<file path="src/ttc_pkg.sv">
// ==========================================================
// constants of the triple timer/counter unit
package ttc_pkg;
    // register offsets on the special function register port
    localparam logic [7:0] TTC_ADDR_TIMER_CONTROL = 8'h88;
    localparam logic [7:0] TTC_ADDR_TIMER_MODE_CONFIG = 8'h89;
    localparam logic [7:0] TTC_ADDR_TMR0_LOW_BYTE = 8'h8a;
    localparam logic [7:0] TTC_ADDR_TMR1_LOW_BYTE = 8'h8b;
    localparam logic [7:0] TTC_ADDR_TMR0_HIGH_BYTE = 8'h8c;
    localparam logic [7:0] TTC_ADDR_TMR1_HIGH_BYTE = 8'h8d;
    localparam logic [7:0] TTC_ADDR_TMR2_CONTROL = 8'hc8;
    localparam logic [7:0] TTC_ADDR_TMR2_RELOAD_LOW = 8'hca;
    localparam logic [7:0] TTC_ADDR_TMR2_RELOAD_HIGH = 8'hcb;
    localparam logic [7:0] TTC_ADDR_TMR2_LOW_BYTE = 8'hcc;
    localparam logic [7:0] TTC_ADDR_TMR2_HIGH_BYTE = 8'hcd;
    // values after reset
    localparam logic [7:0] TTC_RESET_BYTE = 8'h00;
    // timer_control fields
    localparam int TTC_TC_TMR1_OVERFLOW_FLAG = 7;
    localparam int TTC_TC_TMR1_RUN = 6;
    localparam int TTC_TC_TMR0_OVERFLOW_FLAG = 5;
    localparam int TTC_TC_TMR0_RUN = 4;
    // timer_mode_config fields, timer 1 in the upper nibble
    localparam int TTC_TM_GATE = 3;
    localparam int TTC_TM_COUNTER_SELECT = 2;
    localparam int TTC_TM_MODE_LSB = 0;
    localparam int TTC_TM_TMR1_SHIFT = 4;
    // tmr2_control fields
    localparam int TTC_T2_OVERFLOW_FLAG = 7;
    localparam int TTC_T2_EXTERNAL_FLAG = 6;
    localparam int TTC_T2_RX_CLOCK_FROM_TMR2 = 5;
    localparam int TTC_T2_TX_CLOCK_FROM_TMR2 = 4;
    localparam int TTC_T2_EXT_ENABLE = 3;
    localparam int TTC_T2_RUN = 2;
    localparam int TTC_T2_COUNTER_SELECT = 1;
    localparam int TTC_T2_CAPTURE_SELECT = 0;
    // timer 0/1 modes
    localparam logic [1:0] TTC_MODE_13BIT = 2'h0;
    localparam logic [1:0] TTC_MODE_16BIT = 2'h1;
    localparam logic [1:0] TTC_MODE_8BIT_RELOAD = 2'h2;
    localparam logic [1:0] TTC_MODE_SPLIT = 2'h3;
    // bit positions of the external pins in the sampled pin vector
    localparam int TTC_PIN_TMR0_COUNT = 0;
    localparam int TTC_PIN_TMR1_COUNT = 1;
    localparam int TTC_PIN_GATE_ZERO = 2;
    localparam int TTC_PIN_GATE_ONE = 3;
    localparam int TTC_PIN_TMR2_COUNT = 4;
    localparam int TTC_PIN_TMR2_TRIGGER = 5;
    localparam int TTC_PIN_COUNT = 6;
    // core clock
    localparam int TTC_CLK_PERIOD_NS = 100;
endpackage

</file>
<file path="src/ttc_timer_unit.sv">
// Local design decision: the address-and-strobe port.
`timescale 1ns/100ps
`default_nettype none
// Overview of operation
// - mode 0 counts high byte plus low five bits of low byte, 13 bits.
// - a wrap from all ones to all zeros sets the overflow flag.
// - outside timer 0 split, counting only while run is 1 and gate is 0 or gate pin high.
// - setting run leaves the count registers untouched.
// - mode 1 is mode 0 with the full 16-bit count.
// - mode 2 counts low byte, reloads it from high byte on overflow.
// - timer 1 in mode 3 holds its count as if stopped.
// - timer 0 split: low byte own controls, high byte clock count on timer 1 run and flag.
// - with timer 0 split, timer 1 runs outside its mode 3 and feeds baud ticks.
// - timer 2 overflow flag set on overflow, never in baud mode, software clears.
// - timer 2 external flag set by trigger falling edge capture or reload when enabled.
// - control bits 5 and 4 pick timer 2 or timer 1 as rx and tx clock.
// - control bit 3 enables trigger edges; while timer 2 clocks the serial port they only set the external flag.
// - control bit 2 runs timer 2; cleared means off.
// - control bit 1 picks count pin events or core clock for timer 2.
// - control bit 0 picks capture or reload; baud mode forces overflow reload.
// - mode: reload, capture, or baud when a serial select is set.
// - autoreload rollover sets overflow flag and loads the reload pair.
// - autoreload with enable: trigger falling edge reloads and sets external flag.
// - capture with enable: trigger falling edge copies count into reload pair, sets flag.
// - timer 0/1 flags clear when the core vectors to their service routine.
// - timer mode counts every core clock, no prescaler.
// - in baud mode the trigger edge still sets the external flag.
module ttc_timer_unit (
    input wire logic i_clk,
    input wire logic i_reset,
    input wire logic [7:0] i_addr,
    input wire logic [7:0] i_wdata,
    input wire logic i_wr,
    input wire logic i_rd,
    output logic [7:0] o_rdata,
    input wire logic i_tmr0_count_pin,
    input wire logic i_tmr1_count_pin,
    input wire logic i_ext_gate_pin_zero,
    input wire logic i_ext_gate_pin_one,
    input wire logic i_tmr2_count_pin,
    input wire logic i_tmr2_ext_trigger_pin,
    input wire logic i_tmr0_int_ack,
    input wire logic i_tmr1_int_ack,
    output logic o_tmr0_overflow_flag,
    output logic o_tmr1_overflow_flag,
    output logic o_tmr2_overflow_flag,
    output logic o_tmr2_external_flag,
    output logic o_tx_baud_tick,
    output logic o_rx_baud_tick
);
    import ttc_pkg::*;

    // ==========================================================
    // step of timer 0/1 in modes 0..2, low byte only in mode 3
    // result is {overflow, high byte, low byte}
    function automatic logic [16:0] ttc_step(input logic [1:0] mode, input logic [7:0] th, input logic [7:0] tl);
        logic [12:0] c13;
        logic [15:0] c16;
        c13 = {th, tl[4:0]};
        c16 = {th, tl};
        unique case (mode)
            TTC_MODE_13BIT: begin
                ttc_step = {&c13, th, tl};
                c13 = c13 + 13'h0001;
                ttc_step[15:0] = {c13[12:5], tl[7:5], c13[4:0]};
            end
            TTC_MODE_16BIT: begin
                ttc_step = {&c16, c16 + 16'h0001};
            end
            TTC_MODE_8BIT_RELOAD: begin
                ttc_step = {&tl, th, ((&tl) ? th : tl + 8'h01)};
            end
            default: begin
                ttc_step = {&tl, th, tl + 8'h01};
            end
        endcase
    endfunction

    // ==========================================================
    // registers
    logic [7:0] timer_control_ff;
    logic [7:0] timer_mode_config_ff;
    logic [7:0] tl0_ff;
    logic [7:0] th0_ff;
    logic [7:0] tl1_ff;
    logic [7:0] th1_ff;
    logic [7:0] tmr2_control_ff;
    logic [7:0] rcapl_ff;
    logic [7:0] rcaph_ff;
    logic [7:0] tl2_ff;
    logic [7:0] th2_ff;
    logic [7:0] rdata_ff;
    logic tx_tick_ff;
    logic rx_tick_ff;
    logic [TTC_PIN_COUNT-1:0] pin_meta_ff;
    logic [TTC_PIN_COUNT-1:0] pin_sync_ff;
    logic [TTC_PIN_COUNT-1:0] pin_prev_ff;

    // ==========================================================
    // pin sampling
    // two stage synchroniser, then one more stage for edges
    always_ff @(posedge i_clk) begin
        if (i_reset) begin
            pin_meta_ff <= '0;
            pin_sync_ff <= '0;
            pin_prev_ff <= '0;
        end else begin
            pin_meta_ff <= {i_tmr2_ext_trigger_pin, i_tmr2_count_pin, i_ext_gate_pin_one,
                            i_ext_gate_pin_zero, i_tmr1_count_pin, i_tmr0_count_pin};
            pin_sync_ff <= pin_meta_ff;
            pin_prev_ff <= pin_sync_ff;
        end
    end

    logic [TTC_PIN_COUNT-1:0] pin_fall;
    assign pin_fall = pin_prev_ff & ~pin_sync_ff;

    // ==========================================================
    // register write decode
    logic wr_timer_control, wr_timer_mode_config, wr_tl0, wr_th0, wr_tl1, wr_th1;
    logic wr_tmr2_control, wr_rcapl, wr_rcaph, wr_tl2, wr_th2;
    assign wr_timer_control = i_wr && (i_addr == TTC_ADDR_TIMER_CONTROL);
    assign wr_timer_mode_config = i_wr && (i_addr == TTC_ADDR_TIMER_MODE_CONFIG);
    assign wr_tl0 = i_wr && (i_addr == TTC_ADDR_TMR0_LOW_BYTE);
    assign wr_th0 = i_wr && (i_addr == TTC_ADDR_TMR0_HIGH_BYTE);
    assign wr_tl1 = i_wr && (i_addr == TTC_ADDR_TMR1_LOW_BYTE);
    assign wr_th1 = i_wr && (i_addr == TTC_ADDR_TMR1_HIGH_BYTE);
    assign wr_tmr2_control = i_wr && (i_addr == TTC_ADDR_TMR2_CONTROL);
    assign wr_rcapl = i_wr && (i_addr == TTC_ADDR_TMR2_RELOAD_LOW);
    assign wr_rcaph = i_wr && (i_addr == TTC_ADDR_TMR2_RELOAD_HIGH);
    assign wr_tl2 = i_wr && (i_addr == TTC_ADDR_TMR2_LOW_BYTE);
    assign wr_th2 = i_wr && (i_addr == TTC_ADDR_TMR2_HIGH_BYTE);

    // ==========================================================
    // timer 0 and timer 1 count enables
    logic [1:0] t0_mode, t1_mode;
    logic t0_split, tr0, tr1;
    logic t0_tick, t1_tick, t1_en, th0_tick;
    logic [16:0] t0_step, t1_step;
    logic t0_ovf, t1_ovf, th0_ovf;
    assign t0_mode = timer_mode_config_ff[TTC_TM_MODE_LSB +: 2];
    assign t1_mode = timer_mode_config_ff[TTC_TM_TMR1_SHIFT + TTC_TM_MODE_LSB +: 2];
    assign t0_split = (t0_mode == TTC_MODE_SPLIT);
    assign tr0 = timer_control_ff[TTC_TC_TMR0_RUN];
    assign tr1 = timer_control_ff[TTC_TC_TMR1_RUN];
    // gated enable, each tick one core clock or one pin falling edge
    assign t0_tick = tr0 && (!timer_mode_config_ff[TTC_TM_GATE] || pin_sync_ff[TTC_PIN_GATE_ZERO])
                     && (timer_mode_config_ff[TTC_TM_COUNTER_SELECT] ? pin_fall[TTC_PIN_TMR0_COUNT] : 1'b1);
    // split timer 0 owns timer 1's run bit; timer 1 then runs outside mode 3
    assign t1_en = (t1_mode == TTC_MODE_SPLIT) ? 1'b0
                   : ((t0_split || tr1)
                      && (!timer_mode_config_ff[TTC_TM_TMR1_SHIFT + TTC_TM_GATE] || pin_sync_ff[TTC_PIN_GATE_ONE]));
    assign t1_tick = t1_en
                     && (timer_mode_config_ff[TTC_TM_TMR1_SHIFT + TTC_TM_COUNTER_SELECT] ? pin_fall[TTC_PIN_TMR1_COUNT] : 1'b1);
    assign th0_tick = t0_split && tr1;
    assign t0_step = ttc_step(t0_mode, th0_ff, tl0_ff);
    assign t1_step = ttc_step(t1_mode, th1_ff, tl1_ff);
    assign t0_ovf = t0_tick && t0_step[16];
    assign t1_ovf = t1_tick && t1_step[16];
    assign th0_ovf = th0_tick && (&th0_ff);

    // ==========================================================
    // timer 0 count bytes, writes first
    always_ff @(posedge i_clk) begin
        if (i_reset) begin
            tl0_ff <= TTC_RESET_BYTE;
        end else if (wr_tl0) begin
            tl0_ff <= i_wdata;
        end else if (t0_tick) begin
            tl0_ff <= t0_step[7:0];
        end
    end

    always_ff @(posedge i_clk) begin
        if (i_reset) begin
            th0_ff <= TTC_RESET_BYTE;
        end else if (wr_th0) begin
            th0_ff <= i_wdata;
        end else if (th0_tick) begin
            th0_ff <= th0_ff + 8'h01;
        end else if (t0_tick && !t0_split) begin
            th0_ff <= t0_step[15:8];
        end
    end

    // timer 1 count bytes
    always_ff @(posedge i_clk) begin
        if (i_reset) begin
            tl1_ff <= TTC_RESET_BYTE;
            th1_ff <= TTC_RESET_BYTE;
        end else begin
            if (wr_tl1) begin
                tl1_ff <= i_wdata;
            end else if (t1_tick) begin
                tl1_ff <= t1_step[7:0];
            end
            if (wr_th1) begin
                th1_ff <= i_wdata;
            end else if (t1_tick) begin
                th1_ff <= t1_step[15:8];
            end
        end
    end

    // ==========================================================
    // timer control and mode registers
    // flags: hardware set beats software write and acknowledge clear
    logic tf0_set, tf1_set;
    assign tf0_set = t0_ovf;
    assign tf1_set = t0_split ? th0_ovf : t1_ovf;
    always_ff @(posedge i_clk) begin
        if (i_reset) begin
            timer_control_ff <= TTC_RESET_BYTE;
            timer_mode_config_ff <= TTC_RESET_BYTE;
        end else begin
            if (wr_timer_control) begin
                timer_control_ff <= i_wdata;
            end
            timer_control_ff[TTC_TC_TMR0_OVERFLOW_FLAG] <= tf0_set
                || (wr_timer_control ? i_wdata[TTC_TC_TMR0_OVERFLOW_FLAG]
                            : (timer_control_ff[TTC_TC_TMR0_OVERFLOW_FLAG] && !i_tmr0_int_ack));
            timer_control_ff[TTC_TC_TMR1_OVERFLOW_FLAG] <= tf1_set
                || (wr_timer_control ? i_wdata[TTC_TC_TMR1_OVERFLOW_FLAG]
                            : (timer_control_ff[TTC_TC_TMR1_OVERFLOW_FLAG] && !i_tmr1_int_ack));
            if (wr_timer_mode_config) begin
                timer_mode_config_ff <= i_wdata;
            end
        end
    end

    // ==========================================================
    // timer 2 mode decode
    logic t2_run, t2_baud, t2_capture, t2_tick, t2_ovf, t2_trig;
    assign t2_run = tmr2_control_ff[TTC_T2_RUN];
    assign t2_baud = tmr2_control_ff[TTC_T2_RX_CLOCK_FROM_TMR2] || tmr2_control_ff[TTC_T2_TX_CLOCK_FROM_TMR2];
    assign t2_capture = tmr2_control_ff[TTC_T2_CAPTURE_SELECT] && !t2_baud;
    assign t2_tick = t2_run
                     && (tmr2_control_ff[TTC_T2_COUNTER_SELECT] ? pin_fall[TTC_PIN_TMR2_COUNT] : 1'b1);
    assign t2_ovf = t2_tick && (&{th2_ff, tl2_ff});
    // trigger edge while running and enabled
    assign t2_trig = t2_run && tmr2_control_ff[TTC_T2_EXT_ENABLE] && pin_fall[TTC_PIN_TMR2_TRIGGER];

    // timer 2 count, reload on overflow outside capture or on trigger in reload mode
    logic t2_load;
    logic [15:0] t2_next;
    assign t2_load = (t2_ovf && !t2_capture)
                     || (t2_trig && !t2_baud && !t2_capture);
    assign t2_next = t2_load ? {rcaph_ff, rcapl_ff} : ({th2_ff, tl2_ff} + 16'h0001);
    always_ff @(posedge i_clk) begin
        if (i_reset) begin
            tl2_ff <= TTC_RESET_BYTE;
            th2_ff <= TTC_RESET_BYTE;
        end else begin
            if (wr_tl2) begin
                tl2_ff <= i_wdata;
            end else if (t2_tick || t2_load) begin
                tl2_ff <= t2_next[7:0];
            end
            if (wr_th2) begin
                th2_ff <= i_wdata;
            end else if (t2_tick || t2_load) begin
                th2_ff <= t2_next[15:8];
            end
        end
    end

    // reload pair, captured count on trigger in capture mode
    always_ff @(posedge i_clk) begin
        if (i_reset) begin
            rcapl_ff <= TTC_RESET_BYTE;
            rcaph_ff <= TTC_RESET_BYTE;
        end else begin
            if (wr_rcapl) begin
                rcapl_ff <= i_wdata;
            end else if (t2_trig && t2_capture) begin
                rcapl_ff <= tl2_ff;
            end
            if (wr_rcaph) begin
                rcaph_ff <= i_wdata;
            end else if (t2_trig && t2_capture) begin
                rcaph_ff <= th2_ff;
            end
        end
    end

    // timer 2 control, flags set beats software
    logic tf2_set, tmr2_external_flag_set;
    assign tf2_set = t2_ovf && !t2_baud;
    assign tmr2_external_flag_set = t2_trig;
    always_ff @(posedge i_clk) begin
        if (i_reset) begin
            tmr2_control_ff <= TTC_RESET_BYTE;
        end else begin
            if (wr_tmr2_control) begin
                tmr2_control_ff <= i_wdata;
            end
            tmr2_control_ff[TTC_T2_OVERFLOW_FLAG] <= tf2_set
                || (wr_tmr2_control ? i_wdata[TTC_T2_OVERFLOW_FLAG] : tmr2_control_ff[TTC_T2_OVERFLOW_FLAG]);
            tmr2_control_ff[TTC_T2_EXTERNAL_FLAG] <= tmr2_external_flag_set
                || (wr_tmr2_control ? i_wdata[TTC_T2_EXTERNAL_FLAG] : tmr2_control_ff[TTC_T2_EXTERNAL_FLAG]);
        end
    end

    // ==========================================================
    // baud ticks to the serial port, timer 1 or timer 2 overflow
    always_ff @(posedge i_clk) begin
        if (i_reset) begin
            tx_tick_ff <= 1'b0;
            rx_tick_ff <= 1'b0;
        end else begin
            tx_tick_ff <= tmr2_control_ff[TTC_T2_TX_CLOCK_FROM_TMR2] ? t2_ovf : t1_ovf;
            rx_tick_ff <= tmr2_control_ff[TTC_T2_RX_CLOCK_FROM_TMR2] ? t2_ovf : t1_ovf;
        end
    end

    // ==========================================================
    // read port, data valid only the cycle after the strobe
    always_ff @(posedge i_clk) begin
        if (i_reset || !i_rd) begin
            rdata_ff <= TTC_RESET_BYTE;
        end else begin
            unique case (i_addr)
                TTC_ADDR_TIMER_CONTROL: rdata_ff <= timer_control_ff;
                TTC_ADDR_TIMER_MODE_CONFIG: rdata_ff <= timer_mode_config_ff;
                TTC_ADDR_TMR0_LOW_BYTE: rdata_ff <= tl0_ff;
                TTC_ADDR_TMR0_HIGH_BYTE: rdata_ff <= th0_ff;
                TTC_ADDR_TMR1_LOW_BYTE: rdata_ff <= tl1_ff;
                TTC_ADDR_TMR1_HIGH_BYTE: rdata_ff <= th1_ff;
                TTC_ADDR_TMR2_CONTROL: rdata_ff <= tmr2_control_ff;
                TTC_ADDR_TMR2_RELOAD_LOW: rdata_ff <= rcapl_ff;
                TTC_ADDR_TMR2_RELOAD_HIGH: rdata_ff <= rcaph_ff;
                TTC_ADDR_TMR2_LOW_BYTE: rdata_ff <= tl2_ff;
                TTC_ADDR_TMR2_HIGH_BYTE: rdata_ff <= th2_ff;
                default: rdata_ff <= TTC_RESET_BYTE;
            endcase
        end
    end

    // outputs straight from flops
    assign o_rdata = rdata_ff;
    assign o_tmr0_overflow_flag = timer_control_ff[TTC_TC_TMR0_OVERFLOW_FLAG];
    assign o_tmr1_overflow_flag = timer_control_ff[TTC_TC_TMR1_OVERFLOW_FLAG];
    assign o_tmr2_overflow_flag = tmr2_control_ff[TTC_T2_OVERFLOW_FLAG];
    assign o_tmr2_external_flag = tmr2_control_ff[TTC_T2_EXTERNAL_FLAG];
    assign o_tx_baud_tick = tx_tick_ff;
    assign o_rx_baud_tick = rx_tick_ff;

    // ==========================================================
    // checks
    chk_t0_wrap_flag: assert property (@(posedge i_clk) disable iff (i_reset)
        (t0_mode == TTC_MODE_16BIT && t0_tick && th0_ff == 8'hff && tl0_ff == 8'hff && !wr_tl0 && !wr_th0)
        |=> (o_tmr0_overflow_flag && tl0_ff == 8'h00 && th0_ff == 8'h00))
        else $error("timer 0 wrap did not set flag or clear count");
    chk_t0_stop_hold: assert property (@(posedge i_clk) disable iff (i_reset)
        (!tr0 && !wr_tl0 && !wr_th0 && !t0_split) |=> $stable(tl0_ff) && $stable(th0_ff))
        else $error("timer 0 moved while stopped");
    chk_t0_mode2_reload: assert property (@(posedge i_clk) disable iff (i_reset)
        (t0_mode == TTC_MODE_8BIT_RELOAD && t0_tick && tl0_ff == 8'hff && !wr_tl0 && !wr_th0)
        |=> (tl0_ff == $past(th0_ff) && $stable(th0_ff)))
        else $error("mode 2 reload wrong");
    chk_t1_split_hold: assert property (@(posedge i_clk) disable iff (i_reset)
        (t1_mode == TTC_MODE_SPLIT && !wr_tl1 && !wr_th1) |=> $stable({th1_ff, tl1_ff}))
        else $error("timer 1 counted in mode 3");
    chk_t2_baud_noflag: assert property (@(posedge i_clk) disable iff (i_reset)
        (t2_baud && !o_tmr2_overflow_flag && !wr_tmr2_control) |=> !o_tmr2_overflow_flag)
        else $error("timer 2 overflow flag set in baud mode");
    chk_t2_auto_reload: assert property (@(posedge i_clk) disable iff (i_reset)
        (t2_ovf && !t2_capture && !t2_baud && !wr_tl2 && !wr_th2 && !wr_tmr2_control)
        |=> ({th2_ff, tl2_ff} == $past({rcaph_ff, rcapl_ff}) && o_tmr2_overflow_flag))
        else $error("timer 2 rollover did not reload");
    chk_t2_capture_copy: assert property (@(posedge i_clk) disable iff (i_reset)
        (t2_trig && t2_capture && !wr_rcapl && !wr_rcaph && !wr_tmr2_control)
        |=> ({rcaph_ff, rcapl_ff} == $past({th2_ff, tl2_ff}) && o_tmr2_external_flag))
        else $error("timer 2 capture missed");
    chk_t2_off_hold: assert property (@(posedge i_clk) disable iff (i_reset)
        (!t2_run && !wr_tl2 && !wr_th2) [*2] |=> $stable({th2_ff, tl2_ff}))
        else $error("timer 2 counted while off");
    chk_t0_ack_clear: assert property (@(posedge i_clk) disable iff (i_reset)
        (i_tmr0_int_ack && !tf0_set && !wr_timer_control) |=> !o_tmr0_overflow_flag)
        else $error("acknowledge did not clear timer 0 flag");
    chk_write_wins: assert property (@(posedge i_clk) disable iff (i_reset)
        wr_tl2 |=> tl2_ff == $past(i_wdata))
        else $error("write to timer 2 low byte lost");
endmodule
`default_nettype wire

</file>
<file path="config.mk">
export PLATFORM = sky130hd
export DESIGN_NAME = ttc_timer_unit
export DESIGN_NICKNAME = d
export VERILOG_FILES = /design/src/ttc_pkg.sv /design/src/ttc_timer_unit.sv
export SDC_FILE = /design/constraint.sdc
export NUM_CORES = 1
export LEC_CHECK = 0
export BUFFER_PORTS_ARGS = -buffer_cell sky130_fd_sc_hd__clkbuf_2
export CORE_UTILIZATION = 49
export CTS_CLUSTER_DIAMETER = 120
export DETAILED_ROUTE_END_ITERATION = 10
export GPL_TIMING_DRIVEN = 0
export PLACE_DENSITY = 0.69
export SKIP_LAST_GASP = 1
export SLEW_MARGIN = 20
export SYNTH_ARGS = -nofsm -noshare
export SYNTH_HDL_FRONTEND = slang
export SYNTH_SLANG_ARGS = --single-unit
</file>
<file path="constraint.sdc">
create_clock -name i_clk -period 2.53 [get_ports i_clk]
set_clock_uncertainty 0.2 [all_clocks]
set_input_delay 0 -clock i_clk [delete_from_list [all_inputs] [get_ports i_clk]]
set_output_delay 0 -clock i_clk [all_outputs]
set_load 0.005 [all_outputs]
</file>
Yosys cells after proc, flatten, opt, wreduce, memory -nomap -nowiden. Index checks and enable logic that the tools add are counted.

Register bits: 116. Logic and storage cells: 161. Output and inout port bits: 14.

Equal/unequal tests: 21. Bitwise logic cells: 2. Muxes and demuxes: 34. Reduce and logical (&&, ||, !) cells: 75. $add $sub $neg: 8.

Operators by type and width (number): $mux W8 (19); $pmux W17 S3 (2); $eq A8 B8 Y1 const B (11); $pmux W8 S11 (1); $add A16 B1 Y16 const B (3); $reduce_and A16 Y1 (3); $logic_and A1 B1 Y1 (32); $add A13 B1 Y13 const B (2); $reduce_and A13 Y1 (2); $add A8 B1 Y8 const B (3); $reduce_and A8 Y1 (3); $mux W16 (1); $reduce_bool A2 Y1 (7); $logic_or A1 B1 Y1 (11); $mux W1 (11); $eq A2 B2 Y1 const B (4); $logic_not A1 Y1 (8); $and A6 B6 Y6 (1); $ne A2 B2 Y1 const B (3); $not A6 Y6 (1); $reduce_and A3 Y1 (2); $reduce_bool A3 Y1 (2); $eq A2 B1 Y1 const B (2); $logic_not A2 Y1 (2); other kinds (3) (4).

Longest topological paths before layout. Gate-level depths: netlist of the first run.

Depth after elaboration: 10. Gate-level depth with buffers: 9. Depth with buffers taken out: 6.

Worst setup path before layout of the first run. Ideal clock, no wire load.

Path type: reg2reg. Start point: register tl2_ff[0]. End point: register tl2_ff[6]. Path slack: 361 ps. Arrival time: 1836 ps. Buffers on the path: 2. Setup time: 133 ps. Cell stages (with the launch flop): 9. Cell sequence: dfxtp_1 -> ha_1 -> nand3_2 -> nor4_4 -> a31o_1 -> buf_6 -> buf_6 -> mux2i_1 -> a311oi_2.

Cells in the longest elaborated chain, start to end: 7. Elaborated cells on any way between the ends: 10. Those cells by class: 1 x add/sub; 3 x mux; 6 x reduce/logical.

Ends and longest elaborated chain: start: declaration (line ttc_timer_unit.sv:90) `logic [7:0] tl2_ff;`; start signal: assignment (line ttc_timer_unit.sv:255) `tl2_ff <= i_wdata;`; start signal: assignment (line ttc_timer_unit.sv:257) `tl2_ff <= t2_next[7:0];`; parallel branches: the longest is 7 deep, another holds $add A16 B1 Y16.

Several ways; the timed one is not identified. The select of a mux whose other input is x is not followed. A chain may end at the register's enable or synchronous reset.

Final worst setup path of the first run.
Start point: register tmr2_control_ff[2]. End point: register th2_ff[3].

Cells in the longest elaborated chain, start to end: 8. Elaborated cells on any way between the ends: 13. Those cells by class: 3 x mux; 10 x reduce/logical.

Ends and longest elaborated chain: start: declaration (line ttc_timer_unit.sv:87) `logic [7:0] tmr2_control_ff;`; start signal: assignment (line ttc_timer_unit.sv:295) `tmr2_control_ff <= i_wdata;`; start signal: indexed assignment (line ttc_timer_unit.sv:297) `tmr2_control_ff[TTC_T2_OVERFLOW_FLAG] <= tf2_set`; start signal: indexed assignment (line ttc_timer_unit.sv:299) `tmr2_control_ff[TTC_T2_EXTERNAL_FLAG] <= tmr2_external_flag_set`; $logic_and A1 B1 Y1 (2 in a row) (line ttc_timer_unit.sv:241) `assign t2_trig = t2_run && tmr2_control_ff[TTC_T2_EXT_ENABLE] && pin_fall[TTC_PIN_TMR2_TRIGGER];`; $logic_and A1 B1 Y1 (2 in a row) (line ttc_timer_unit.sv:247) `|| (t2_trig && !t2_baud && !t2_capture);`; $logic_or A1 B1 Y1 (line ttc_timer_unit.sv:247); $mux W16 (line ttc_timer_unit.sv:248) `assign t2_next = t2_load ? {rcaph_ff, rcapl_ff} : ({th2_ff, tl2_ff} + 16'h0001);`; $mux W8 (line ttc_timer_unit.sv:261) `end else if (t2_tick || t2_load) begin`; $mux W8 (line ttc_timer_unit.sv:259) `if (wr_th2) begin`; end signal: assignment (line ttc_timer_unit.sv:260) `th2_ff <= i_wdata;`; end signal: assignment (line ttc_timer_unit.sv:262) `th2_ff <= t2_next[15:8];`; end: declaration (line ttc_timer_unit.sv:91) `logic [7:0] th2_ff;`.

Several ways; a longest one is shown, not always the timed one. The select of a mux whose other input is x is not followed.

==> qor.yml, run 1 <==
run_status: "completed"
synth_ff_type: "dfxtp_1"
portBuffers: 38
cts_tree: "done"
combinationalPowerShare: 0.055
fin_cells: 1151
whs_ps: 16.8
grt_pass1_wl_mm: 38.5
worstPathRequired_ps: 2610
grt_max_degree: 17
final_area_mm2: 0.00838
drv_cap: 0
placed_cells: 1090
place_area_mm2: 0.00751
num_antenna_cells: 0
path_clk_slew_ps: 60
drc_errors: 0
insertion_delay_ps: 440
numCtsBuffers: 17
fp-row-count: 43
vdd_drop_max_uv: 474
hp-class: "input pin to flip-flop"
p_int_mw: 3.26
fp.coreArea_mm2: 0.0140
cp-start-kind: "flip-flop"
p_sw_mw: 1.17
cts_sinks: 114
sw_frac_of_total: 0.264
drt_iter0_markers: 1183
clockPowerShare: 0.533
fmax_mhz: 406
cts-root-buf: "clkbuf_16"
yosys.area_share.adder: 0.00706
avgViaCountPerCell: 6.62
avgRoutedWirePerCell_um: 22.2
layout_min_cycle_time_ps: 2470
grt_usage: 0.351
path_class: "flip-flop to flip-flop"
arrival_ps: 2550
synth_top_family_by_area: "compound AO/OA/AOI/OAI gates"
synth_nets: 904
ys_warn_count: 0
pwr-share-seq: 0.412
timing.slew.headroom: 0.269
synth_edf_count: 0
ys_seq_area_frac: 0.322
finalHoldViolations: 0
worstSetupEndpointType: "flip-flop"
tightest_slew_ps: 1080
layout.nets: 990
dp_hpwl_mm: 17.8
gr-total-overflow: 0
area_growth_pct: 18.1
initial_core_util: 0.507
power_density_mw_per_mm2: 529
ctsHtreeMaxLevel: 4
syn-cell-area_mm2: 0.00709
ys_ff_latch: 114
grt_pass1_vias: 6687
synth_cells: 872
pin_count: 42
die_area_mm2: 0.0150
fin_crit_sh: 0.974
slew_violations: 0
ant_nets: 0
synth_compound_area_frac: 0.265
clockBufferDepth: 2
totalWireLength_mm: 25.6
synth_xor_area_frac: 0.0296
setup_viol_count_final: 0
leakage_nw: 2.74
die_w_um: 122
place.gp.congestion: 0.964
synth-simple-area-share: 0.256
synth.avg_cell_area_um2: 8.13
fin_util: 0.599
muxShareOfSynthArea: 0.0600
synthArstFlopShare: 0
die_y_um: 122
dr_total_vias: 7623
antenna_found_initial: 0
drtPass1Iterations: 6
finalPower_mw: 4.43
rsz0062_at_grt: "yes"
yosysUniqueCellTypes: 85
path_max_fanout: 10
drive_above_1_share: 0.156
## flip-flops by register name (all words and copies together) (netlist names), 8 cells and up
register,cells
o_rdata,8
rcaph_ff,8
rcapl_ff,8
th0_ff,8
th1_ff,8
th2_ff,8
timer_control_ff,8
timer_mode_config_ff,8
tl0_ff,8
tl1_ff,8
tl2_ff,8
tmr2_control_ff,8
## layer usage
layer  up-vias  global-route usage  part of all wire
li1       3477                   -                 -
met4         0               0.154             0.043
met3        99              0.0994              0.12
met1      3561               0.468              0.40
met5         -                   0                 0
met2       486               0.526              0.43
## cell families (layout without fill, tap and decap cells)
family                   count (synthesis)  count (layout)
buffers and inverters                   94             193
AO/OA/AOI/OAI                          252             252
adder cells (fa/ha/maj)                  4               4
XOR/XNOR                                24              24
flip-flops                             114             114
multiplexers                            42              42
AND/OR/NAND/NOR                        342             342
## layout make-up
cell class              count  area (um^2)
fillers                  1275         5610
multi-input cells         664         4400
flip-flops and latches    114         2280
repair buffers             68          468
clock buffers              17          425
plain buffers              73          349
well taps                 180          225
clock inverters            15          150
inverters                  20         75.1
## worst max-delay path, stage by stage, from the launching register on
cell	delay [ps]
dfxtp_1	440
nand4b_1	280
nor4_1	420
nor2_1	140
clkbuf_1	290
a221oi_1	430
o32ai_1	120
## cell usage in the layout (no fill, tap or decap), types with 21 or more instances in the layout
cell type,n
nand2_1,77
nor2b_1,22
a21oi_1,51
clkbuf_2,40
dfxtp_1,112
nand3_1,48
buf_2,28
a211oi_1,30
nor2_1,83
clkbuf_1,35
mux2i_1,38
dlygate4sd3_1,21
o21ai_0,31
## power groups by stage
stage          clock, mW  sequential (mW)  combinational (mW)
5_1_grt             2.44             1.83               0.253
6_report            2.37             1.83               0.243
4_1_cts             2.36             1.83               0.234
3_5_place_dp           0             1.86               0.210
3_3_place_gp           0             1.86               0.209
2_1_floorplan          0             1.86               0.113
## per-stage QoR
step	setup TNS (ps)	worst slack, ps
final	0	64.9
after global routing	-34.5	-34.5
after CTS	0	29.6
after detailed placement	-66.7	-66.7
after global placement	-73.6	-72.2
after floorplan	0	361
## cells in the mapped netlist, types with 7 or more instances
| cell | instances | area (um^2) |
|---|---|---|
| nor4_1 | 13 | 81.3 |
| dfxtp_1 | 114 | 2280 |
| and2_1 | 7 | 43.8 |
| nand2_1 | 77 | 289 |
| nor3_1 | 20 | 100 |
| a222oi_1 | 15 | 150 |
| a21oi_1 | 51 | 255 |
| a22oi_1 | 9 | 67.6 |
| a211oi_1 | 31 | 233 |
| inv_1 | 20 | 75.1 |
| nand4_1 | 10 | 62.6 |
| a311oi_1 | 11 | 96.3 |
| and3_1 | 9 | 56.3 |
| a221oi_1 | 12 | 105 |
| a31oi_1 | 12 | 75.1 |
| nor2b_1 | 22 | 138 |
| nand3_1 | 48 | 240 |
| o21ai_0 | 31 | 155 |
| xor2_1 | 11 | 96.3 |
| nor2_1 | 83 | 312 |
| clkbuf_1 | 36 | 135 |
| buf_2 | 28 | 140 |
| mux2i_1 | 38 | 380 |
| xnor2_1 | 13 | 114 |
## worst paths after layout
path                            depth (start not counted)                       startpoint  slack [ps]                         to
worst max-delay path                                    6  tmr2_control_ff[2]$_SDFFE_PP0P_          60     th2_ff[3]$_SDFFE_PP0P_
worst min-delay path                                    4                          i_reset          20     th0_ff[2]$_SDFFE_PP0P_
worst max register to register                          6  tmr2_control_ff[2]$_SDFFE_PP0P_          60     th2_ff[3]$_SDFFE_PP0P_
worst min register to register                          1        pin_meta_ff[0]$_SDFF_PP0_         240  pin_sync_ff[0]$_SDFF_PP0_
## timing repair
action                                  4_1_cts  5_1_grt
endpoints found under the setup margin        3       21
hold buffers                                 21        0
gates cloned                                  0        0
endpoints found under the hold margin        32        0
pin swaps                                     2        3
buffers inserted                              4        5
resized for setup                             1        5
(Power assumes the default switching activity.)
==> run 2, diff against run 1 <==
--- a/config.mk
+++ b/config.mk
@@ -7,9 +7,11 @@
 export LEC_CHECK = 0
 export BUFFER_PORTS_ARGS = -buffer_cell sky130_fd_sc_hd__clkbuf_2
-export CORE_UTILIZATION = 49
+export CELL_PAD_IN_SITES_DETAIL_PLACEMENT = 1
+export CELL_PAD_IN_SITES_GLOBAL_PLACEMENT = 2
+export CORE_UTILIZATION = 37
 export CTS_CLUSTER_DIAMETER = 120
 export DETAILED_ROUTE_END_ITERATION = 10
 export GPL_TIMING_DRIVEN = 0
-export PLACE_DENSITY = 0.69
+export PLACE_DENSITY = 0.83
 export SKIP_LAST_GASP = 1
 export SLEW_MARGIN = 20
==> constraint.sdc (replaced) <==
create_clock -name i_clk -period 2.53 [get_ports i_clk]
set_clock_uncertainty 0.2 [all_clocks]
set_input_delay 0.3795 -clock i_clk [delete_from_list [all_inputs] [get_ports i_clk]]
set_output_delay 0.3795 -clock i_clk [all_outputs]
set_load 0.005 [all_outputs]
==> run 2 against run 1 <==
Sequential share of layout area decreased by 0.091 points. Sequential cell count unchanged. Critical path type is now input pin to flip-flop. Worst setup slack got worse by 140 ps. First-iteration DRC count decreased by 45%. Critical endpoint is now th0_ff[5]$_SDFFE_PP0P_. The flow now finishes with violations (setup timing). Largest cell class unchanged.
==> qor.yml, run 2 (synthesis gave the netlist of run 1 again) <==
rsz0062_at_grt: "yes"
slowest_delay_ps: 750
drv_cap: 0
critPathBufInv: 3
fp-row-count: 50
failed_checks: "setup timing"
dp_slack_ps: -351
hp-class: "input pin to flip-flop"
dp_hpwl_mm: 21.1
vdd_drop_max_uv: 500
drtPass1Iterations: 6
worstPathRequired_ps: 2600
layout.nets: 972
crit_slowest_cell: "clkbuf_1"
die_area_mm2: 0.0197
min_path_cells: 3
finalHoldViolations: 0
power_density_mw_per_mm2: 564
path_depth: 4
r2r.worst_path.cells: 7
die_y_um: 140
clockBufferDepth: 2
place.gp.congestion: 0.920
crit_chain: "clkbuf_1, clkbuf_1, clkbuf_1, o22ai_1"
slew_violations: 0
drc_errors: 0
avgViaCountPerCell: 6.38
leakage_nw: 2.69
fin_util: 0.448
setup_viol_count_final: 3
grt_pass1_vias: 7428
path_clk_slew_ps: 60
cts_tree: "done"
ant_nets: 0
cp_common_cell: "clkbuf_1"
cp_top_family: "buffers and inverters"
fp.coreArea_mm2: 0.0188
path_class: "input pin to flip-flop"
layout_commonest_cell: "dfxtp_1"
grt_usage: 0.308
final_cell_mix: "111 x dfxtp_1, 83 x nor2_1, 77 x nand2_1"
drt_iter0_markers: 654
initial_core_util: 0.378
cts_sinks: 114
cts-root-buf: "clkbuf_16"
arrival_ps: 2670
timing.slew.headroom: 0.252
pin_count: 42
layout_min_cycle_time_ps: 2600
fin_crit_sh: 1.03
finalPower_mw: 4.75
worstSetupEndpointType: "flip-flop"
run_status: "finished, violations left"
gr-total-overflow: 0
tightest_slew_ps: 1100
grt_max_degree: 17
fmax_mhz: 384
numCtsBuffers: 17
fin_ws_ps: -70.9
fin_tns_setup_ps: -127
grt_pass1_wl_mm: 45.3
num_antenna_cells: 0
insertion_delay_ps: 430
totalWireLength_mm: 29.6
ctsHtreeMaxLevel: 4
final_area_mm2: 0.00841
place_area_mm2: 0.00757
dr_total_vias: 7573
area_growth_pct: 18.6
portBuffers: 38
antenna_found_initial: 0
path_max_fanout: 10
cp-start-kind: "input pin"
die_w_um: 140
drive_above_1_share: 0.161
avgRoutedWirePerCell_um: 25.0
==> run 2: cell count changes in the layout (fill, tap and decap cells not counted), moves of 2 or more <==
cell and delta:
inv_6 -5, clkinvlp_4 +3, dlygate4sd3_1 -15, clkinv_2 +2
buf_4 -3, a2111oi_2 -2, a2111oi_4 +2, bufinv_16 +4
nor4_4 +2, clkinv_4 -4
==> run 2: per-layer routing <==
metal,track usage,up-vias,share of wire
li1,-,3442,-
met1,0.405,3785,0.45
met2,0.481,283,0.45
met3,0.0622,63,0.062
met4,0.150,0,0.037
met5,0,-,0
==> run 2: cell type report <==
class                   instances  area, um^2
clock inverters                14         213
clock buffers                  18         429
flip-flops and latches        114        2290
repair buffers                 50         295
fillers                      2233       10400
well taps                     234         293
inverters                      20        75.1
multi-input cells             664        4470
plain buffers                  73         350
==> run 2: report_power, final <==
part           switching, mW  internal (mW)
clock                  0.940           1.74
sequential            0.0129           1.81
combinational          0.175         0.0631
total                   1.13           3.62
==> run 2: timing repair <==
| item | 4_1_cts | 5_1_grt |
|---|---|---|
| gates resized for setup | 1 | 17 |
| pin swaps | 3 | 2 |
| hold buffers | 6 | 0 |
| buffers inserted | 5 | 1 |
| endpoints found under the setup margin | 11 | 28 |
| hold endpoints to repair | 6 | 0 |
==> run 2: final timing paths <==
kind	startpoint	endpoint	slack (ps)
setup reg to reg	tmr2_control_ff[2]$_SDFFE_PP0P_	tl2_ff[6]$_SDFFE_PP0P_	120
hold reg to reg	pin_meta_ff[3]$_SDFF_PP0_	pin_sync_ff[3]$_SDFF_PP0_	230
setup / recovery	i_reset	th0_ff[5]$_SDFFE_PP0P_	-70
hold / removal	i_wdata[3]	tl2_ff[3]$_SDFFE_PP0P_	50
==> run 2: metrics by stage <==
stage / cells / hold slack (ps)
6_report: 1187 / 47.1
5_1_grt: 1187 / 66.2
4_1_cts: 1186 / 36.3
3_5_place_dp: 1144 / 227
3_3_place_gp: 1144 / 217
2_1_floorplan: 872 / 214
==> run 2: tightest hold or removal path: stages <==
cell	delay, ps
clkbuf_2	90
nor2_1	100
a311oi_1	50
